--- src/intc_regs.svh ---
// Register offsets, field positions, reset values and timing counts of the interrupt controller.
// Assumes an 8-bit special-function register port with byte addresses.
`ifndef INTC_REGS_SVH
`define INTC_REGS_SVH

`define ENABLE_WORD_LO_ADDR 8'h3A
`define ENABLE_WORD_HI_ADDR 8'h3B
`define REQUEST_LATCH_LO_ADDR 8'h3C
`define REQUEST_LATCH_HI_ADDR 8'h3D
`define MASTER_ENABLE_BIT 0
`define ENABLE_WORD_RESET 16'h0000
`define REQUEST_LATCH_RESET 16'h0000
`define SOURCE_SOFTWARE 4'h1
`define SOURCE_WATCHDOG 4'h2
`define SOURCE_PIN0 4'h3
`define VECTOR_TOP 16'hFFFE
`define ACCEPT_MACHINE_CYCLES 4'h8

`endif

--- src/intc_pkg.sv ---
// Types shared by the interrupt controller.
// Assumes the constants header is included alongside.
package intc_pkg;
  typedef struct packed {
    logic        req;
    logic [3:0]  src;
    logic [15:0] vector;
  } cpu_request_t;

  typedef struct packed {
    logic       wr;
    logic       rd;
    logic [7:0] addr;
    logic [7:0] wdata;
  } sfr_access_t;

  typedef enum logic [1:0] {
    ST_IDLE,
    ST_ACCEPT
  } accept_state_t;
endpackage

--- src/prioritized_interrupt_controller.sv ---
// Prioritized interrupt controller with request latches, enable word and vector output.
// Assumes the CPU core drives the sampling, acknowledge, return and enable strobes.
//
// Contract
// - Fifteen sources, six external, nine internal.
// - Software and watchdog are pseudo non-maskable.
// - Highest fixed priority wins, reset through pin 5.
// - Vectors descend by two from top word.
// - Each non-software source has a set latch.
// - Acceptance clears the accepted source latch.
// - Reset forces all latches to zero.
// - Latch writes clear only, never set.
// - Latches are readable by software.
// - Enable word is fully readable and writable; the code holds bits 3..1 at zero.
// - Master flag is bit zero, instructions control it.
// - Maskable needs master and own enable flag.
// - Pin 0 gated by master and function enable.
// - Any acceptance clears the master flag.
// - Maskable return sets master flag again.
// - Nonmaskable return restores master flag conditionally.
// - No pseudo non-maskable nesting; watchdog waits.
// - Enabled request with master ends sleep mode; the code wakes on an enabled request even with the master flag clear.
// - Watchdog just before sleep cancels sleep entry.
// - Acceptance takes eight machine cycles.
// - Requests sampled in instruction final cycle.
`timescale 1ns/1ps
`include "intc_regs.svh"

module prioritized_interrupt_controller (
  input wire logic clk_sys_i,
  input wire logic sys_rst_i,
  input wire logic [15:2] source_pulse_i,
  input wire logic software_trap_i,
  input wire logic pin0_function_enable_i,
  input wire intc_pkg::sfr_access_t sfr_i,
  input wire logic sample_i,
  input wire logic machine_cycle_i,
  input wire logic accept_ack_i,
  input wire logic maskable_return_i,
  input wire logic nonmaskable_return_i,
  input wire logic enable_instruction_i,
  input wire logic disable_instruction_i,
  input wire logic sleep_request_i,
  output intc_pkg::cpu_request_t cpu_req_o,
  output logic [7:0] sfr_rdata_o,
  output logic accept_busy_o,
  output logic sleep_fast_clock_o
);

  logic [15:0] request_latch_r;
  logic [15:0] enable_word_r;
  logic nmi_active_r;
  logic nmi_saved_master_r;
  logic [3:0] accept_src_r;
  logic [3:0] accept_cnt_r;
  intc_pkg::accept_state_t state_r;
  logic [15:0] pending;
  logic [15:0] eligible;
  logic [3:0] winner;
  logic any_eligible;
  logic wake;
  logic accept_start;
  logic accept_done;
  logic lo_clear;
  logic hi_clear;

  // Eligibility per source; bit 1 is the software trap, bits 15..2 are latches.
  always_comb begin
    pending = {request_latch_r[15:2], software_trap_i, 1'b0};
    eligible = 16'h0000;
    eligible[1] = pending[1] & ~nmi_active_r;
    eligible[2] = pending[2] & ~nmi_active_r;
    eligible[3] = pending[3] & enable_word_r[`MASTER_ENABLE_BIT] & pin0_function_enable_i;
    for (int i = 4; i < 16; i++) begin
      eligible[i] = pending[i] & enable_word_r[`MASTER_ENABLE_BIT] & enable_word_r[i];
    end
  end

  // Fixed priority: lowest index wins.
  always_comb begin
    winner = 4'h0;
    any_eligible = 1'b0;
    for (int i = 15; i >= 1; i--) begin
      if (eligible[i]) begin
        winner = 4'(i);
        any_eligible = 1'b1;
      end
    end
  end

  assign accept_start = (state_r == intc_pkg::ST_IDLE) && sample_i && any_eligible;
  assign accept_done = (state_r == intc_pkg::ST_ACCEPT) && accept_ack_i;
  assign wake = |(pending[15:4] & enable_word_r[15:4]) || (pending[3] && pin0_function_enable_i)
    || pending[2];
  assign lo_clear = sfr_i.wr && (sfr_i.addr == `REQUEST_LATCH_LO_ADDR);
  assign hi_clear = sfr_i.wr && (sfr_i.addr == `REQUEST_LATCH_HI_ADDR);

  // Acceptance sequence lasting eight machine cycles.
  always_ff @(posedge clk_sys_i) begin
    if (sys_rst_i) begin
      state_r <= intc_pkg::ST_IDLE;
      accept_src_r <= 4'h0;
      accept_cnt_r <= 4'h0;
    end else begin
      case (state_r)
        intc_pkg::ST_IDLE: begin
          if (accept_start) begin
            state_r <= intc_pkg::ST_ACCEPT;
            accept_src_r <= winner;
            accept_cnt_r <= `ACCEPT_MACHINE_CYCLES;
          end
        end
        intc_pkg::ST_ACCEPT: begin
          if (machine_cycle_i && accept_cnt_r != 4'h0) begin
            accept_cnt_r <= accept_cnt_r - 4'h1;
          end
          if (accept_done || (machine_cycle_i && accept_cnt_r == 4'h1)) begin
            state_r <= intc_pkg::ST_IDLE;
          end
        end
        default: state_r <= intc_pkg::ST_IDLE;
      endcase
    end
  end

  // Request latches: hardware set wins over software clear.
  always_ff @(posedge clk_sys_i) begin
    if (sys_rst_i) begin
      request_latch_r <= `REQUEST_LATCH_RESET;
    end else begin
      for (int i = 2; i < 16; i++) begin
        if (source_pulse_i[i]) begin
          request_latch_r[i] <= 1'b1;
        end else if (accept_start && winner == 4'(i)) begin
          request_latch_r[i] <= 1'b0;
        end else if (lo_clear && i < 8 && !sfr_i.wdata[i % 8]) begin
          request_latch_r[i] <= 1'b0;
        end else if (hi_clear && i >= 8 && !sfr_i.wdata[i % 8]) begin
          request_latch_r[i] <= 1'b0;
        end
      end
      request_latch_r[1:0] <= 2'b00;
    end
  end

  // Enable word with master flag handling.
  always_ff @(posedge clk_sys_i) begin
    if (sys_rst_i) begin
      enable_word_r <= `ENABLE_WORD_RESET;
    end else begin
      if (sfr_i.wr && sfr_i.addr == `ENABLE_WORD_LO_ADDR) begin
        enable_word_r[7:0] <= sfr_i.wdata;
      end
      if (sfr_i.wr && sfr_i.addr == `ENABLE_WORD_HI_ADDR) begin
        enable_word_r[15:8] <= sfr_i.wdata;
      end
      if (enable_instruction_i) begin
        enable_word_r[`MASTER_ENABLE_BIT] <= 1'b1;
      end
      if (disable_instruction_i) begin
        enable_word_r[`MASTER_ENABLE_BIT] <= 1'b0;
      end
      if (maskable_return_i) begin
        enable_word_r[`MASTER_ENABLE_BIT] <= 1'b1;
      end
      if (nonmaskable_return_i && nmi_active_r) begin
        enable_word_r[`MASTER_ENABLE_BIT] <= nmi_saved_master_r;
      end
      if (accept_start) begin
        enable_word_r[`MASTER_ENABLE_BIT] <= 1'b0;
      end
      enable_word_r[3:1] <= 3'b000;
    end
  end

  // Pseudo non-maskable service tracking.
  always_ff @(posedge clk_sys_i) begin
    if (sys_rst_i) begin
      nmi_active_r <= 1'b0;
      nmi_saved_master_r <= 1'b0;
    end else if (accept_start && (winner == `SOURCE_SOFTWARE || winner == `SOURCE_WATCHDOG)) begin
      nmi_active_r <= 1'b1;
      nmi_saved_master_r <= enable_word_r[`MASTER_ENABLE_BIT];
    end else if (nonmaskable_return_i) begin
      nmi_active_r <= 1'b0;
    end
  end

  // CPU facing request, vector and read data.
  always_ff @(posedge clk_sys_i) begin
    if (sys_rst_i) begin
      cpu_req_o <= '0;
      sfr_rdata_o <= 8'h00;
      accept_busy_o <= 1'b0;
      sleep_fast_clock_o <= 1'b0;
    end else begin
      cpu_req_o.req <= any_eligible && state_r == intc_pkg::ST_IDLE && !accept_start;
      cpu_req_o.src <= winner;
      cpu_req_o.vector <= `VECTOR_TOP - {11'h000, winner, 1'b0};
      accept_busy_o <= accept_start || (state_r == intc_pkg::ST_ACCEPT && !accept_done);
      if (wake || accept_start) begin
        sleep_fast_clock_o <= 1'b0;
      end else if (sleep_request_i) begin
        sleep_fast_clock_o <= 1'b1;
      end
      case (sfr_i.addr)
        `ENABLE_WORD_LO_ADDR: sfr_rdata_o <= enable_word_r[7:0];
        `ENABLE_WORD_HI_ADDR: sfr_rdata_o <= enable_word_r[15:8];
        `REQUEST_LATCH_LO_ADDR: sfr_rdata_o <= request_latch_r[7:0];
        `REQUEST_LATCH_HI_ADDR: sfr_rdata_o <= request_latch_r[15:8];
        default: sfr_rdata_o <= 8'h00;
      endcase
    end
  end

endmodule

--- config.mk ---
export PLATFORM = sky130hd
export DESIGN_NAME = prioritized_interrupt_controller
export DESIGN_NICKNAME = d
export VERILOG_FILES = /design/src/intc_pkg.sv /design/src/prioritized_interrupt_controller.sv
export VERILOG_INCLUDE_DIRS = /design/src
export SDC_FILE = /design/constraint.sdc
export NUM_CORES = 1
export LEC_CHECK = 0
export ABC_AREA = 1
export BUFFER_PORTS_ARGS = -buffer_cell sky130_fd_sc_hd__buf_2
export CORE_MARGIN = 2
export CORE_UTILIZATION = 47
export DETAILED_ROUTE_END_ITERATION = 12
export GPL_TIMING_DRIVEN = 1
export PLACE_DENSITY = 0.75
export SLEW_MARGIN = 25
export SYNTH_ARGS = -nofsm -noshare
export SYNTH_HDL_FRONTEND = slang
export SYNTH_SLANG_ARGS = --single-unit
--- constraint.sdc ---
create_clock -name clk_sys_i -period 1.7 [get_ports clk_sys_i]
set_clock_uncertainty 0.05 [all_clocks]
set_input_delay 0.085 -clock clk_sys_i [delete_from_list [all_inputs] [get_ports clk_sys_i]]
set_output_delay 0.085 -clock clk_sys_i [all_outputs]
set_load 0.1 [all_outputs]
; ---- Yosys cells after proc, flatten, opt, wreduce, memory -nomap -nowiden
; Index checks and enable logic that the tools add are counted.
[classes]
add_sub_neg = 2
n_eq_ne = 24
n_mux = 86
bitwise = 30
reduce_logical = 83
[op_table]
columns = operator, n
row1 = $mux W4, 17
row2 = $mux W1, 63
row3 = $logic_and A1 B1 Y1, 43
row4 = $reduce_bool A3 Y1, 14
row5 = $eq A4 B4 Y1 const B, 8
row6 = $eq A8 B6 Y1 const B, 4
row7 = $pmux W8 S4, 1
row8 = $and A1 B1 Y1, 28
row9 = $eq A4 B3 Y1 const B, 4
row10 = $and A12 B12 Y12, 1
row11 = $reduce_or A12 Y1, 1
row12 = $logic_not A1 Y1, 10
row13 = $eq A4 B1 Y1 const B, 2
row14 = $eq A4 B2 Y1 const B, 2
row15 = $mux W8, 1
row16 = $pmux W4 S2, 1
row17 = $sub A2 B6 Y7 const A, 1
row18 = $logic_or A1 B1 Y1, 6
row19 = $ne A2 B2 Y1 const B, 3
row20 = $reduce_bool A5 Y1, 1
row21 = $mux W2, 2
row22 = $pmux W2 S2, 1
row23 = $reduce_bool A2 Y1, 2
row24 = $reduce_bool A4 Y1, 1
row25 = other kinds (7), 8
[word_totals]
regBits = 71
input_bits = 44
output_inout_bits = 31

; ---- Logic depth before layout (Yosys ltp)
; Gate-level depths: netlist (run 1).
[depth]
depth_word = 21
ltp_mapped = 21
ltp_nobuf = 21

; ---- Worst setup path before layout (run 1)
; No wires, ideal clock.
[synth_path]
path_kind = reg2out
from = reg, netlist name cpu_req_o[14]
to = out cpu_req_o[10] (netlist name)
arrival_ns = 1.518
t_required_ns = 1.565
path_slack_ns = 0.047
path_stages_with_launch = 2
cell_sequence = dfxtp_1 buf_4
[synth_rtl]
columns = item, line
row1 = "end, declared", prioritized_interrupt_controller.sv:44  ; output intc_pkg::cpu_request_t cpu_req_o,

; ---- Worst setup path after layout (run 1)
[layout_path]
from = reg request_latch_r[15]
to = reg request_latch_r[3]
[layout_between]
elab_chain_cells = 21
[layout_rtl]
columns = item, line
row1 = "start, declared", prioritized_interrupt_controller.sv:50  ; logic [15:0] request_latch_r;
row2 = "start signal, assigned", prioritized_interrupt_controller.sv:129  ; request_latch_r <= `REQUEST_LATCH_RESET;
row3 = $and A1 B1 Y1 * (2 in a row), prioritized_interrupt_controller.sv:75  ; eligible[i] = pending[i] & enable_word_r[`MASTER_ENABLE_BIT] & enable_word_r[i];
row4 = $mux W4 or $mux W1 (tied branches) (15 in a row), prioritized_interrupt_controller.sv:84  ; if (eligible[i]) begin
row5 = $eq A4 B2 Y1 or $logic_and A1 B1 Y1 (tied branches), "prioritized_interrupt_controller.sv:134, prioritized_interrupt_controller.sv:91"
row6 = $logic_and A1 B1 Y1 *, prioritized_interrupt_controller.sv:134  ; end else if (accept_start && winner == 4'(i)) begin
row7 = $mux W1, prioritized_interrupt_controller.sv:134
row8 = $mux W1, prioritized_interrupt_controller.sv:132  ; if (source_pulse_i[i]) begin
; Every way passes the cells marked *; elsewhere a longest branch is shown, timed or not.
; A chain may end at the register's enable or synchronous reset.

==> out/summary.md, run 1 <==
- **commonest cells in the netlist** sky130_fd_sc_hd__inv_1, sky130_fd_sc_hd__nand2_1, sky130_fd_sc_hd__dfxtp_1
- **final WL** 9570 um
- **total cell area at the placement stage** 3450 um^2
- **Die X-Extent** 81.2 um
- **remaining design rule violation count** 0
- **number of buffers and inverters on the critical path** 2
- **first-pass GRT wire length** 13400 um
- **Syn Area/Cell** 7.25 um^2
- **routability-driven placement congestion ratio** 0.962
- **initial cell density of the core** 47.8%
- **Routed wire per std cell** 15.9 um
- **fraction of layout instances using a drive strength above 1** 42.4%
- **number of nets in the layout** 572
- **Post-synth ARST share** 0%
- **row count** 28
- **critical setup path kind** reg2reg
- **vias in the first global route** 2939
- **number of warnings issued by yosys** 0
- **number of instances in the synthesized netlist** 386
- **maximum buffer depth of the clock tree** 2
- **Post-Syn Nets** 433
- **endpoints failing setup** 23
- **kind of path behind the tightest hold check** in2reg
- **CP endpoint kind** register
- **leakage power summed over all cells** 2.02 nW
- **top area cells in the synthesized netlist** sky130_fd_sc_hd__dfxtp_1, sky130_fd_sc_hd__inv_1, sky130_fd_sc_hd__nand2_1
- **critical path's top delay family** simple AND/OR/NAND/NOR gates
- **total global-route track usage** 26.7%
- **Relative slew margins** 66.0%
- **antenna violations before repair** 0
- **most common flop cell mapped by yosys** sky130_fd_sc_hd__dfxtp_1
- **final critical delay including setup and external delays** 1.97 ns
- **type of element launching the critical path** register
- **total global routing overflow** 0
- **Total Power Consumption** 3.29 mW
- **antenna diode instance count** 0
- **DRC marker count from the first detailed-route iteration** 307
- **run status** finished with violations
- **sequential cell area fraction in the yosys report** 38.6%
- **Final WS setup** -0.268 ns
- **CP Data Arrival Time** 2.11 ns
- **slew of the pin with the lowest slew margin** 0.506 ns
- **Clk pin slew, worst setup/hold paths** 0.10 ns
- **violations in the final reports** setup timing
- **Port Buffer Count** 72
- **maximum fanout along the worst path** 5
- **antenna violation net count after detailed routing** 0
- **most used cell along the critical path** sky130_fd_sc_hd__nand3_1
- **CP max-delay cell** sky130_fd_sc_hd__dfxtp_2
- **post-synthesis to final-layout area growth** 50.4%
- **I/O pin count** 75
- **Seq cells post-synth** 54
- **RSZ-0062 raised after global routing** yes
- **first-pass iteration count of the detailed router** 9
- **Die Footprint** 6590 um^2
- **Core Util, Final** 71.9%
- **top achievable clock speed** 508 MHz
- **post-synthesis instance area** 2800 um^2
- **most used standard cell by instance count after synthesis** sky130_fd_sc_hd__inv_1
- **root buf cell** sky130_fd_sc_hd__clkbuf_8
- **clock buffer count from CTS** 5
- **Vert. Die Dim** 81.2 um
- **share of the cycle needed by the critical path after routing** 116%
- **post-detail-place hpwl** 6170 um
- **placement-stage worst setup slack** -0.352 ns
- **clock network latency to the later pin of the worst-skew pair** 0.32 ns
- **setup TNS** -3.00 ns
- **count of different cell masters after synthesis** 41
- **clk sink count** 54
- **data required time of the worst path** 1.84 ns
- **number of H-tree levels** 2
- **number of vias in the routed layout** 3252
- **core region area** 5850 um^2
- **stage delay of the slowest cell on the critical path** 0.35 ns
- **final count of hold timing violations** 0
- **cell chain of the critical path** nand2_2 -> nand2_1 -> nor2_2 -> buf_4 -> nor3_2 -> o21ai_1 -> inv_1 -> nor3_4 -> nand3_1 -> nand3_1 -> a21oi_1
- **proportion of netlist area held by the largest area contributor** 38.6%
- **final std cell area, no fill** 4210 um^2
- **average vias per placed instance** 5.41
- **max-cap violations** 0
- **ratio of total power to cell area** 783 nW/um^2
- **clock tree from TritonCTS** built
- **Synth area leader** sky130_fd_sc_hd__dfxtp_1
- **worst-case vdd ir drop** 0.469 mV
- **largest net degree at the start of global routing** 32
- **number of slew-limit violations in the final report** 0
- **number of synthesized flops with an enable pin** 0
[layer usage]
metal	wire length, um	track usage [%]	vias up
met5	0	0	-
met4	285	11.4	0
met3	710	4.56	33
met2	4990	47.6	183
met1	3590	31.5	1520
li1	-	-	1516
[registers in the layout (all words and copies together) (netlist names)]
name	flops
enable_word_r	13
sfr_rdata_o	8
state_r	1
cpu_req_o	10
accept_cnt_r	4
nmi_saved_master_r	1
request_latch_r	14
sleep_fast_clock_o	1
nmi_active_r	1
accept_busy_o	1
[cells in the final DEF, fill, tap and decap left out, types with 2 or more instances in the layout]
cell,count
sky130_fd_sc_hd__o21ai_2,5
sky130_fd_sc_hd__nor3_4,2
sky130_fd_sc_hd__inv_1,61
sky130_fd_sc_hd__nor2_1,24
sky130_fd_sc_hd__nor2_2,7
sky130_fd_sc_hd__nor3_2,5
sky130_fd_sc_hd__a21oi_4,2
sky130_fd_sc_hd__dfxtp_2,9
sky130_fd_sc_hd__nand3_4,9
sky130_fd_sc_hd__ha_1,3
sky130_fd_sc_hd__a31oi_1,2
sky130_fd_sc_hd__nand2_1,49
sky130_fd_sc_hd__bufinv_16,2
sky130_fd_sc_hd__nor2_4,3
sky130_fd_sc_hd__inv_4,2
sky130_fd_sc_hd__a21boi_0,4
sky130_fd_sc_hd__nand3_1,15
sky130_fd_sc_hd__buf_6,8
sky130_fd_sc_hd__nor4_1,3
sky130_fd_sc_hd__o221ai_1,2
sky130_fd_sc_hd__inv_2,8
sky130_fd_sc_hd__nand3_2,3
sky130_fd_sc_hd__nand2_2,6
sky130_fd_sc_hd__nor3_1,7
sky130_fd_sc_hd__o22ai_1,4
sky130_fd_sc_hd__nand2_4,12
sky130_fd_sc_hd__dlygate4sd3_1,17
sky130_fd_sc_hd__buf_2,72
sky130_fd_sc_hd__o21ai_0,10
sky130_fd_sc_hd__a21oi_2,5
sky130_fd_sc_hd__a221oi_1,4
sky130_fd_sc_hd__o21ai_1,7
sky130_fd_sc_hd__clkbuf_8,6
sky130_fd_sc_hd__dfxtp_1,44
sky130_fd_sc_hd__a21oi_1,38
sky130_fd_sc_hd__buf_4,52
[repair_timing]
| action | CTS | global route |
|---|---|---|
| pin swaps | 12 | 18 |
| setup endpoints to repair | 27 | 28 |
| gates cloned | 0 | 0 |
| gates resized for setup | 38 | 45 |
| hold endpoints to repair | 17 | 0 |
| hold buffers | 17 | 0 |
| setup buffers | 10 | 9 |
[worst register-to-register path: stages (launching register included)]
cell and delay, ns:
sky130_fd_sc_hd__dfxtp_2 0.35, sky130_fd_sc_hd__nand2_2 0.08, sky130_fd_sc_hd__nand2_1 0.10, sky130_fd_sc_hd__nor2_2 0.20, sky130_fd_sc_hd__buf_4 0.15, sky130_fd_sc_hd__nor3_2 0.05, sky130_fd_sc_hd__o21ai_1 0.21, sky130_fd_sc_hd__inv_1 0.12
sky130_fd_sc_hd__nor3_4 0.23, sky130_fd_sc_hd__nand3_1 0.14, sky130_fd_sc_hd__nand3_1 0.10, sky130_fd_sc_hd__a21oi_1 0.08
[final timing paths]
path | startpoint | to | slack, ns | cells past startpoint
worst min register to register | enable_word_r[11]$_SDFFE_PP0P_ | enable_word_r[11]$_SDFFE_PP0P_ | 0.43 | 2
worst max-delay path | request_latch_r[15]$_SDFFE_PP0P_ | request_latch_r[3]$_SDFFE_PP0P_ | -0.27 | 11
worst min-delay path | sfr_i[5] | enable_word_r[5]$_SDFFE_PP0P_ | 0.007 | 3
worst max register to register | request_latch_r[15]$_SDFFE_PP0P_ | request_latch_r[3]$_SDFFE_PP0P_ | -0.27 | 11
[through the flow]
| stage | cells | hold WS [ns] |
|---|---|---|
| 6_report | 601 | 0.00661 |
| 5_1_grt | 601 | 0.0131 |
| 4_1_cts | 592 | 0.00000352 |
| 3_5_place_dp | 557 | 0.254 |
| 3_3_place_gp | 557 | 0.249 |
| 2_1_floorplan | 386 | 0.116 |
[cell type report]
class,instances,area (um^2)
multi-input combinational,243,1570
tap,75,93.8
clock inverter,2,60.1
fill,432,1640
inverter,71,272
sequential,54,1100
clock buffer,6,82.6
timing repair buffer,150,1030
[cells by family (layout without fill, tap and decap cells)]
kind of cell	count (synthesis)	count (layout)	synth area share (%)
and+or+nand+nor	151	151	27.6
buffers and inverters	89	229	13.8
AOI/OAI and AO/OA	88	88	18.6
DFF	54	54	38.6
adders and majority gates	3	3	1.34
other	1	1	0.134
[power by group]
group / leakage, nW / internal [mW] / switching [mW]
Combinational: 1.50 / 0.298 / 0.561
Sequential: 0.447 / 1.33 / 0.0480
Clock: 0.0714 / 0.628 / 0.433
Total: 2.02 / 2.25 / 1.04
(Power assumes the default switching activity.)
==> run 2, diff against run 1 <==
Settings changed: BUFFER_PORTS_ARGS -buffer_cell sky130_fd_sc_hd__buf_2 to -buffer_cell sky130_fd_sc_hd__buf_4.
==> out/summary.md, run 2 (synthesis results as in run 1) <==
- **post-detail-place hpwl** 6230 um, was 6170 um
- **number of H-tree levels** 2, unchanged
- **Die X-Extent** 81.2 um, unchanged
- **stage delay of the slowest cell on the critical path** 0.37 ns, was 0.35 ns
- **average vias per placed instance** 5.32, was 5.41
- **clk sink count** 54, unchanged
- **commonest non-fill, non-tap cells in the layout** sky130_fd_sc_hd__buf_4, sky130_fd_sc_hd__inv_1, sky130_fd_sc_hd__dfxtp_1, was sky130_fd_sc_hd__buf_2, sky130_fd_sc_hd__inv_1, sky130_fd_sc_hd__buf_4
- **CP max-delay cell** sky130_fd_sc_hd__dfxtp_1, was sky130_fd_sc_hd__dfxtp_2
- **maximum buffer depth of the clock tree** 2, unchanged
- **final WL** 9400 um, was 9570 um
- **critical setup path kind** reg2reg, unchanged
- **maximum fanout along the worst path** 5, unchanged
- **top achievable clock speed** 505 MHz, was 508 MHz
- **antenna diode instance count** 0, unchanged
- **row count** 28, unchanged
- **Routed wire per std cell** 15.5 um, was 15.9 um
- **total global routing overflow** 0, unchanged
- **FILL cells** 413, was 432
- **number of slew-limit violations in the final report** 0, unchanged
- **endpoints failing setup** 27, was 23
- **ratio of total power to cell area** 717 nW/um^2, was 783 nW/um^2
- **Vert. Die Dim** 81.2 um, unchanged
- **worst-case vdd ir drop** 0.496 mV, was 0.469 mV
- **largest net degree at the start of global routing** 32, unchanged
- **I/O pin count** 75, unchanged
- **leakage power summed over all cells** 2.09 nW, was 2.02 nW
- **first-pass GRT wire length** 13500 um, was 13400 um
- **Final WS setup** -0.279 ns, was -0.268 ns
- **run status** finished with violations, unchanged
- **cell chain of the critical path** nand2_1 -> nand2_1 -> nor2_1 -> nor2_2 -> nor2_4 -> nand2_4 -> nand3_4 -> buf_12 -> nor3_4 -> nand2_1 -> nand2_1 -> a21oi_1, was nand2_2 -> nand2_1 -> nor2_2 -> buf_4 -> nor3_2 -> o21ai_1 -> inv_1 -> nor3_4 -> nand3_1 -> nand3_1 -> a21oi_1
- **clock buffer count from CTS** 5, unchanged
- **CP Data Arrival Time** 2.12 ns, was 2.11 ns
- **number of vias in the routed layout** 3226, was 3252
- **Clk pin slew, worst setup/hold paths** 0.10 ns, about the same
- **type of element launching the critical path** register, unchanged
- **placed cell count** 561, was 557
- **final count of hold timing violations** 0, unchanged
- **total global-route track usage** 26.9%, was 26.7%
- **clock tree from TritonCTS** built, unchanged
- **vias in the first global route** 2932, was 2939
- **Hold Worst Slack** 0.00722 ns, was 0.00661 ns
- **number of nets in the layout** 577, was 572
- **placement-stage worst setup slack** -0.354 ns, was -0.352 ns
- **antenna violations before repair** 0, unchanged
- **most common cell after layout, fill and taps aside** sky130_fd_sc_hd__buf_4, was sky130_fd_sc_hd__buf_2
- **root buf cell** sky130_fd_sc_hd__clkbuf_8, unchanged
- **violations in the final reports** setup timing, unchanged
- **most used cell along the critical path** sky130_fd_sc_hd__nand2_1, was sky130_fd_sc_hd__nand3_1
- **initial cell density of the core** 47.8%, unchanged
- **largest register by flop count** request_latch_r, unchanged
- **antenna violation net count after detailed routing** 0, unchanged
- **post-synthesis to final-layout area growth** 58.8%, was 50.4%
- **final critical delay including setup and external delays** 1.98 ns, was 1.97 ns
- **first-pass iteration count of the detailed router** 5, was 9
- **remaining design rule violation count** 0, unchanged
- **fraction of layout instances using a drive strength above 1** 43.3%, was 42.4%
- **critical path's top delay family** simple AND/OR/NAND/NOR gates, unchanged
- **CP endpoint kind** register, unchanged
- **registers with the highest flip-flop counts** request_latch_r: 14 flops, enable_word_r: 13 flops, cpu_req_o: 10 flops, unchanged
- **kind of path behind the tightest hold check** in2reg, unchanged
- **DRC marker count from the first detailed-route iteration** 287, was 307
- **Port Buffer Count** 72, unchanged
- **clock network latency to the later pin of the worst-skew pair** 0.31 ns, was 0.32 ns
- **routability-driven placement congestion ratio** 0.959, was 0.962
- **core region area** 5850 um^2, unchanged
- **number of buffers and inverters on the critical path** 1, was 2
- **Largest register FFs** 14, unchanged
- **Total Power Consumption** 3.18 mW, was 3.29 mW
- **Post-Layout Cell Count** 606, was 601
- **max-cap violations** 0, unchanged
- **Die Footprint** 6590 um^2, unchanged
- **RSZ-0062 raised after global routing** yes, unchanged
- **share of the cycle needed by the critical path after routing** 116%, about the same
- **data required time of the worst path** 1.84 ns, about the same
## run 2: cell types whose count changed in the layout (fill, tap and decap cells not counted), moves of 3 or more
cell | before | now
sky130_fd_sc_hd__o21ai_1 | 7 | 4
sky130_fd_sc_hd__buf_2 | 72 | 0
sky130_fd_sc_hd__o21ai_2 | 5 | 8
sky130_fd_sc_hd__nand2_2 | 6 | 12
sky130_fd_sc_hd__buf_4 | 52 | 126
sky130_fd_sc_hd__nand2_1 | 49 | 45
## run 2: metal layers
layer / wire (um) / track usage, % / vias to the layer above
met4: 208 / 6.95 / 0
met5: 0 / 0 / -
li1: - / - / 1539
met2: 4920 / 50.5 / 161
met3: 648 / 4.78 / 22
met1: 3630 / 31.1 / 1504
## run 2: path summary, 6_finish.rpt
check	slack (ns)	endpoint	from	depth (start not counted)
worst max-delay path	-0.28	request_latch_r[2]$_SDFFE_PP0P_	enable_word_r[13]$_SDFFE_PP0P_	12
worst min-delay path	0.007	enable_word_r[14]$_SDFFE_PP0P_	sfr_i[6]	3
worst max register to register	-0.28	request_latch_r[2]$_SDFFE_PP0P_	enable_word_r[13]$_SDFFE_PP0P_	12
worst min register to register	0.44	enable_word_r[11]$_SDFFE_PP0P_	enable_word_r[11]$_SDFFE_PP0P_	2
## run 2: report_power, final
group / leakage (nW) / switching (mW) / internal (mW)
Combinational: 1.59 / 0.573 / 0.374
Clock: 0.0524 / 0.422 / 0.441
Sequential: 0.447 / 0.0475 / 1.33
## run 2: cell type report
cell class                 instances  area (um^2)  share of cell area (%)
multi-input combinational        243         1600                    36.0
timing repair buffer             155         1270                    28.7
sequential                        54         1090                    24.6
inverter                          71          277                    6.23
tap                               75         93.8                    2.11
clock buffer                       7         76.3                    1.72
clock inverter                     1         30.0                   0.676
## run 2: tightest hold or removal path, delay by kind of cell
family	cells	cell delay (ns)
buf+inv	1	0.12
simple gates	1	0.07
compound gates	1	0.06
## run 2: per-stage QoR
stage	TNS (ns)	util, %	area [um^2]
after CTS	-1.50	72.8	4260
final	-4.72	75.9	4440
after detailed placement	-5.03	62.5	3660
after global placement	-3.88	62.5	3660
after global routing	-8.37	75.9	4440
after floorplan	0	-	2800
## run 2: timing repair
action	4_1_cts	5_1_grt
endpoints found under the hold margin	16	0
pin swaps	17	18
gates resized for setup	63	30
cloned	0	0
buffers inserted	14	7
hold buffers	16	0
endpoints found under the setup margin	27	28
==> run 3, diff against run 2 <==
Settings changed: REMOVE_ABC_BUFFERS set to 1.
==> out/summary.md, run 3 (synthesis results as in run 1) <==
- **run status** finished with violations, unchanged
- **violations in the final reports** setup timing, unchanged
- **endpoints failing setup** 28, was 27
- **worst-case vdd ir drop** 0.554 mV, was 0.496 mV
- **Largest register FFs** 14, unchanged
- **routability-driven placement congestion ratio** 0.979, was 0.959
- **Routed wire per std cell** 16.0 um, was 15.5 um
- **placed cell count** 558, was 561
- **fraction of layout instances using a drive strength above 1** 42.7%, was 43.3%
- **most common cell after layout, fill and taps aside** sky130_fd_sc_hd__buf_4, unchanged
- **number of vias in the routed layout** 3265, was 3226
- **vias in the first global route** 3073, was 2932
- **CP endpoint kind** register, unchanged
- **antenna diode instance count** 0, unchanged
- **leakage power summed over all cells** 2.03 nW, was 2.09 nW
- **FF-to-FF setup slack** -0.29 ns, was -0.28 ns
- **Total Power Consumption** 3.17 mW, was 3.18 mW
- **remaining design rule violation count** 0, unchanged
- **endpoint of the worst register-to-register path** request_latch_r[14]$_SDFFE_PP0P_, was request_latch_r[2]$_SDFFE_PP0P_
- **I/O pin count** 75, unchanged
- **critical setup path kind** reg2reg, unchanged
- **average vias per placed instance** 5.44, was 5.32
- **depth of the critical timing path with buffers and inverters included** 10, was 12
- **Port Buffer Count** 72, unchanged
- **setup TNS** -4.69 ns, was -4.72 ns
- **clock network latency to the later pin of the worst-skew pair** 0.33 ns, was 0.31 ns
- **Critical Path End** request_latch_r[14]$_SDFFE_PP0P_, was request_latch_r[2]$_SDFFE_PP0P_
- **total global-route track usage** 27.1%, was 26.9%
- **maximum fanout along the worst path** 5, unchanged
- **placement-stage worst setup slack** -0.208 ns, was -0.354 ns
- **clock tree from TritonCTS** built, unchanged
- **Critical path origin** request_latch_r[15]$_SDFFE_PP0P_, was enable_word_r[13]$_SDFFE_PP0P_
- **antenna violations before repair** 0, unchanged
- **post-detail-place hpwl** 6120 um, was 6230 um
- **top achievable clock speed** 502 MHz, was 505 MHz
- **final count of hold timing violations** 0, unchanged
- **kind of path behind the tightest hold check** in2reg, unchanged
- **final critical delay including setup and external delays** 1.99 ns, was 1.98 ns
- **number of H-tree levels** 2, unchanged
- **cell chain of the critical path** nand2_2 -> nand2_1 -> a31oi_1 -> nor3_2 -> o21bai_2 -> a21oi_4 -> buf_4 -> nand3_4 -> o21ai_2 -> a21oi_1, was nand2_1 -> nand2_1 -> nor2_1 -> nor2_2 -> nor2_4 -> nand2_4 -> nand3_4 -> buf_12 -> nor3_4 -> nand2_1 -> nand2_1 -> a21oi_1
- **first-pass GRT wire length** 13900 um, was 13500 um
- **ratio of total power to cell area** 735 nW/um^2, was 717 nW/um^2
- **Die Footprint** 6590 um^2, unchanged
- **DRC marker count from the first detailed-route iteration** 262, was 287
- **number of slew-limit violations in the final report** 0, unchanged
- **largest net degree at the start of global routing** 33, was 32
- **share of the cycle needed by the critical path after routing** 117%, was 116%
- **Post-Layout Cell Count** 600, was 606
- **stage delay of the slowest cell on the critical path** 0.37 ns, about the same
- **CP max-delay cell** sky130_fd_sc_hd__dfxtp_2, was sky130_fd_sc_hd__dfxtp_1
- **antenna violation net count after detailed routing** 0, unchanged
- **type of element launching the critical path** register, unchanged
- **root buf cell** sky130_fd_sc_hd__clkbuf_8, unchanged
- **critical path's top delay family** compound AO/OA/AOI/OAI gates, was simple AND/OR/NAND/NOR gates
- **total global routing overflow** 0, unchanged
- **Hold Worst Slack** 0.00139 ns, was 0.00722 ns
- **row count** 28, unchanged
- **number of buffers and inverters on the critical path** 1, unchanged
- **max-cap violations** 0, unchanged
- **initial cell density of the core** 47.8%, unchanged
- **final WL** 9610 um, was 9400 um
- **number of nets in the layout** 571, was 577
- **commonest non-fill, non-tap cells in the layout** sky130_fd_sc_hd__buf_4, sky130_fd_sc_hd__inv_1, sky130_fd_sc_hd__nand2_1, was sky130_fd_sc_hd__buf_4, sky130_fd_sc_hd__inv_1, sky130_fd_sc_hd__dfxtp_1
- **data required time of the worst path** 1.84 ns, about the same
- **launching point of the worst reg2reg path** request_latch_r[15]$_SDFFE_PP0P_, was enable_word_r[13]$_SDFFE_PP0P_
- **Clk pin slew, worst setup/hold paths** 0.12 ns, was 0.10 ns
- **Die X-Extent** 81.2 um, unchanged
- **clk sink count** 54, unchanged
- **RSZ-0062 raised after global routing** yes, unchanged
- **Vert. Die Dim** 81.2 um, unchanged
- **maximum buffer depth of the clock tree** 2, unchanged
- **CP Data Arrival Time** 2.13 ns, was 2.12 ns
- **length in cells of the worst reg-to-reg path** 10, was 12
- **first-pass iteration count of the detailed router** 6, was 5
- **post-synthesis to final-layout area growth** 54.3%, was 58.8%
- **Final WS setup** -0.293 ns, was -0.279 ns
- **clock buffer count from CTS** 5, unchanged
- **core region area** 5850 um^2, unchanged
- **registers with the highest flip-flop counts** request_latch_r: 14 flops, enable_word_r: 13 flops, cpu_req_o: 10 flops, unchanged
- **largest register by flop count** request_latch_r, unchanged
==> run 3: cell type report <==
type | instances | area [um^2]
Timing Repair Buffer | 149 | 1180
Clock inverter | 3 | 45.0
Inverter | 71 | 272
Clock buffer | 5 | 68.8
Sequential cell | 54 | 1090
Tap cell | 75 | 93.8
Fill cell | 410 | 1530
Multi-Input combinational cell | 243 | 1560
==> run 3: metal layers <==
layer | up-vias | GRT usage [%] | routed length, um
li1 | 1522 | - | -
met1 | 1488 | 32.9 | 3840
met2 | 209 | 46.5 | 4560
met3 | 46 | 4.33 | 757
met4 | 0 | 13.6 | 457
met5 | - | 0 | 0
==> run 3: how the worst min path moves through the flow <==
stage | startpoint | end | slack [ns] | depth (start not counted)
3_5_place_dp | source_pulse_i[11] | request_latch_r[11]$_SDFFE_PP0P_ | 0.25 | 3
3_3_place_gp | source_pulse_i[11] | request_latch_r[11]$_SDFFE_PP0P_ | 0.25 | 3
6_report | sfr_i[1] | enable_word_r[9]$_SDFFE_PP0P_ | 0.001 | 3
2_1_floorplan | sys_rst_i | nmi_active_r$_SDFFE_PP0P_ | 0.1 | 1
5_1_grt | sfr_i[6] | enable_word_r[14]$_SDFFE_PP0P_ | 0.03 | 3
4_1_cts | sfr_i[1] | enable_word_r[9]$_SDFFE_PP0P_ | 0.002 | 3
==> run 3: through the flow <==
step	instance area, um^2	util [%]
final	4320	73.8
after global routing	4320	73.8
after CTS	4120	70.4
after detailed placement	3640	62.1
after global placement	3640	62.1
after floorplan	2680	-
==> run 3: tightest hold or removal path, cell delays in order <==
cell                      delay (ns)
sky130_fd_sc_hd__buf_4          0.11
sky130_fd_sc_hd__nand3_1        0.07
sky130_fd_sc_hd__a21oi_1        0.06
==> run 3: timing repair <==
item | 4_1_cts | 5_1_grt
pin swaps | 11 | 20
setup endpoints to repair | 24 | 28
buffers inserted | 7 | 8
endpoints found under the hold margin | 19 | 0
gates resized for setup | 40 | 38
hold buffers | 19 | 0
==> run 3: power by group <==
group	internal, mW	switching [mW]	total, mW
clock network	0.439	0.472	0.911
logic	0.327	0.562	0.889
registers	1.33	0.0467	1.37
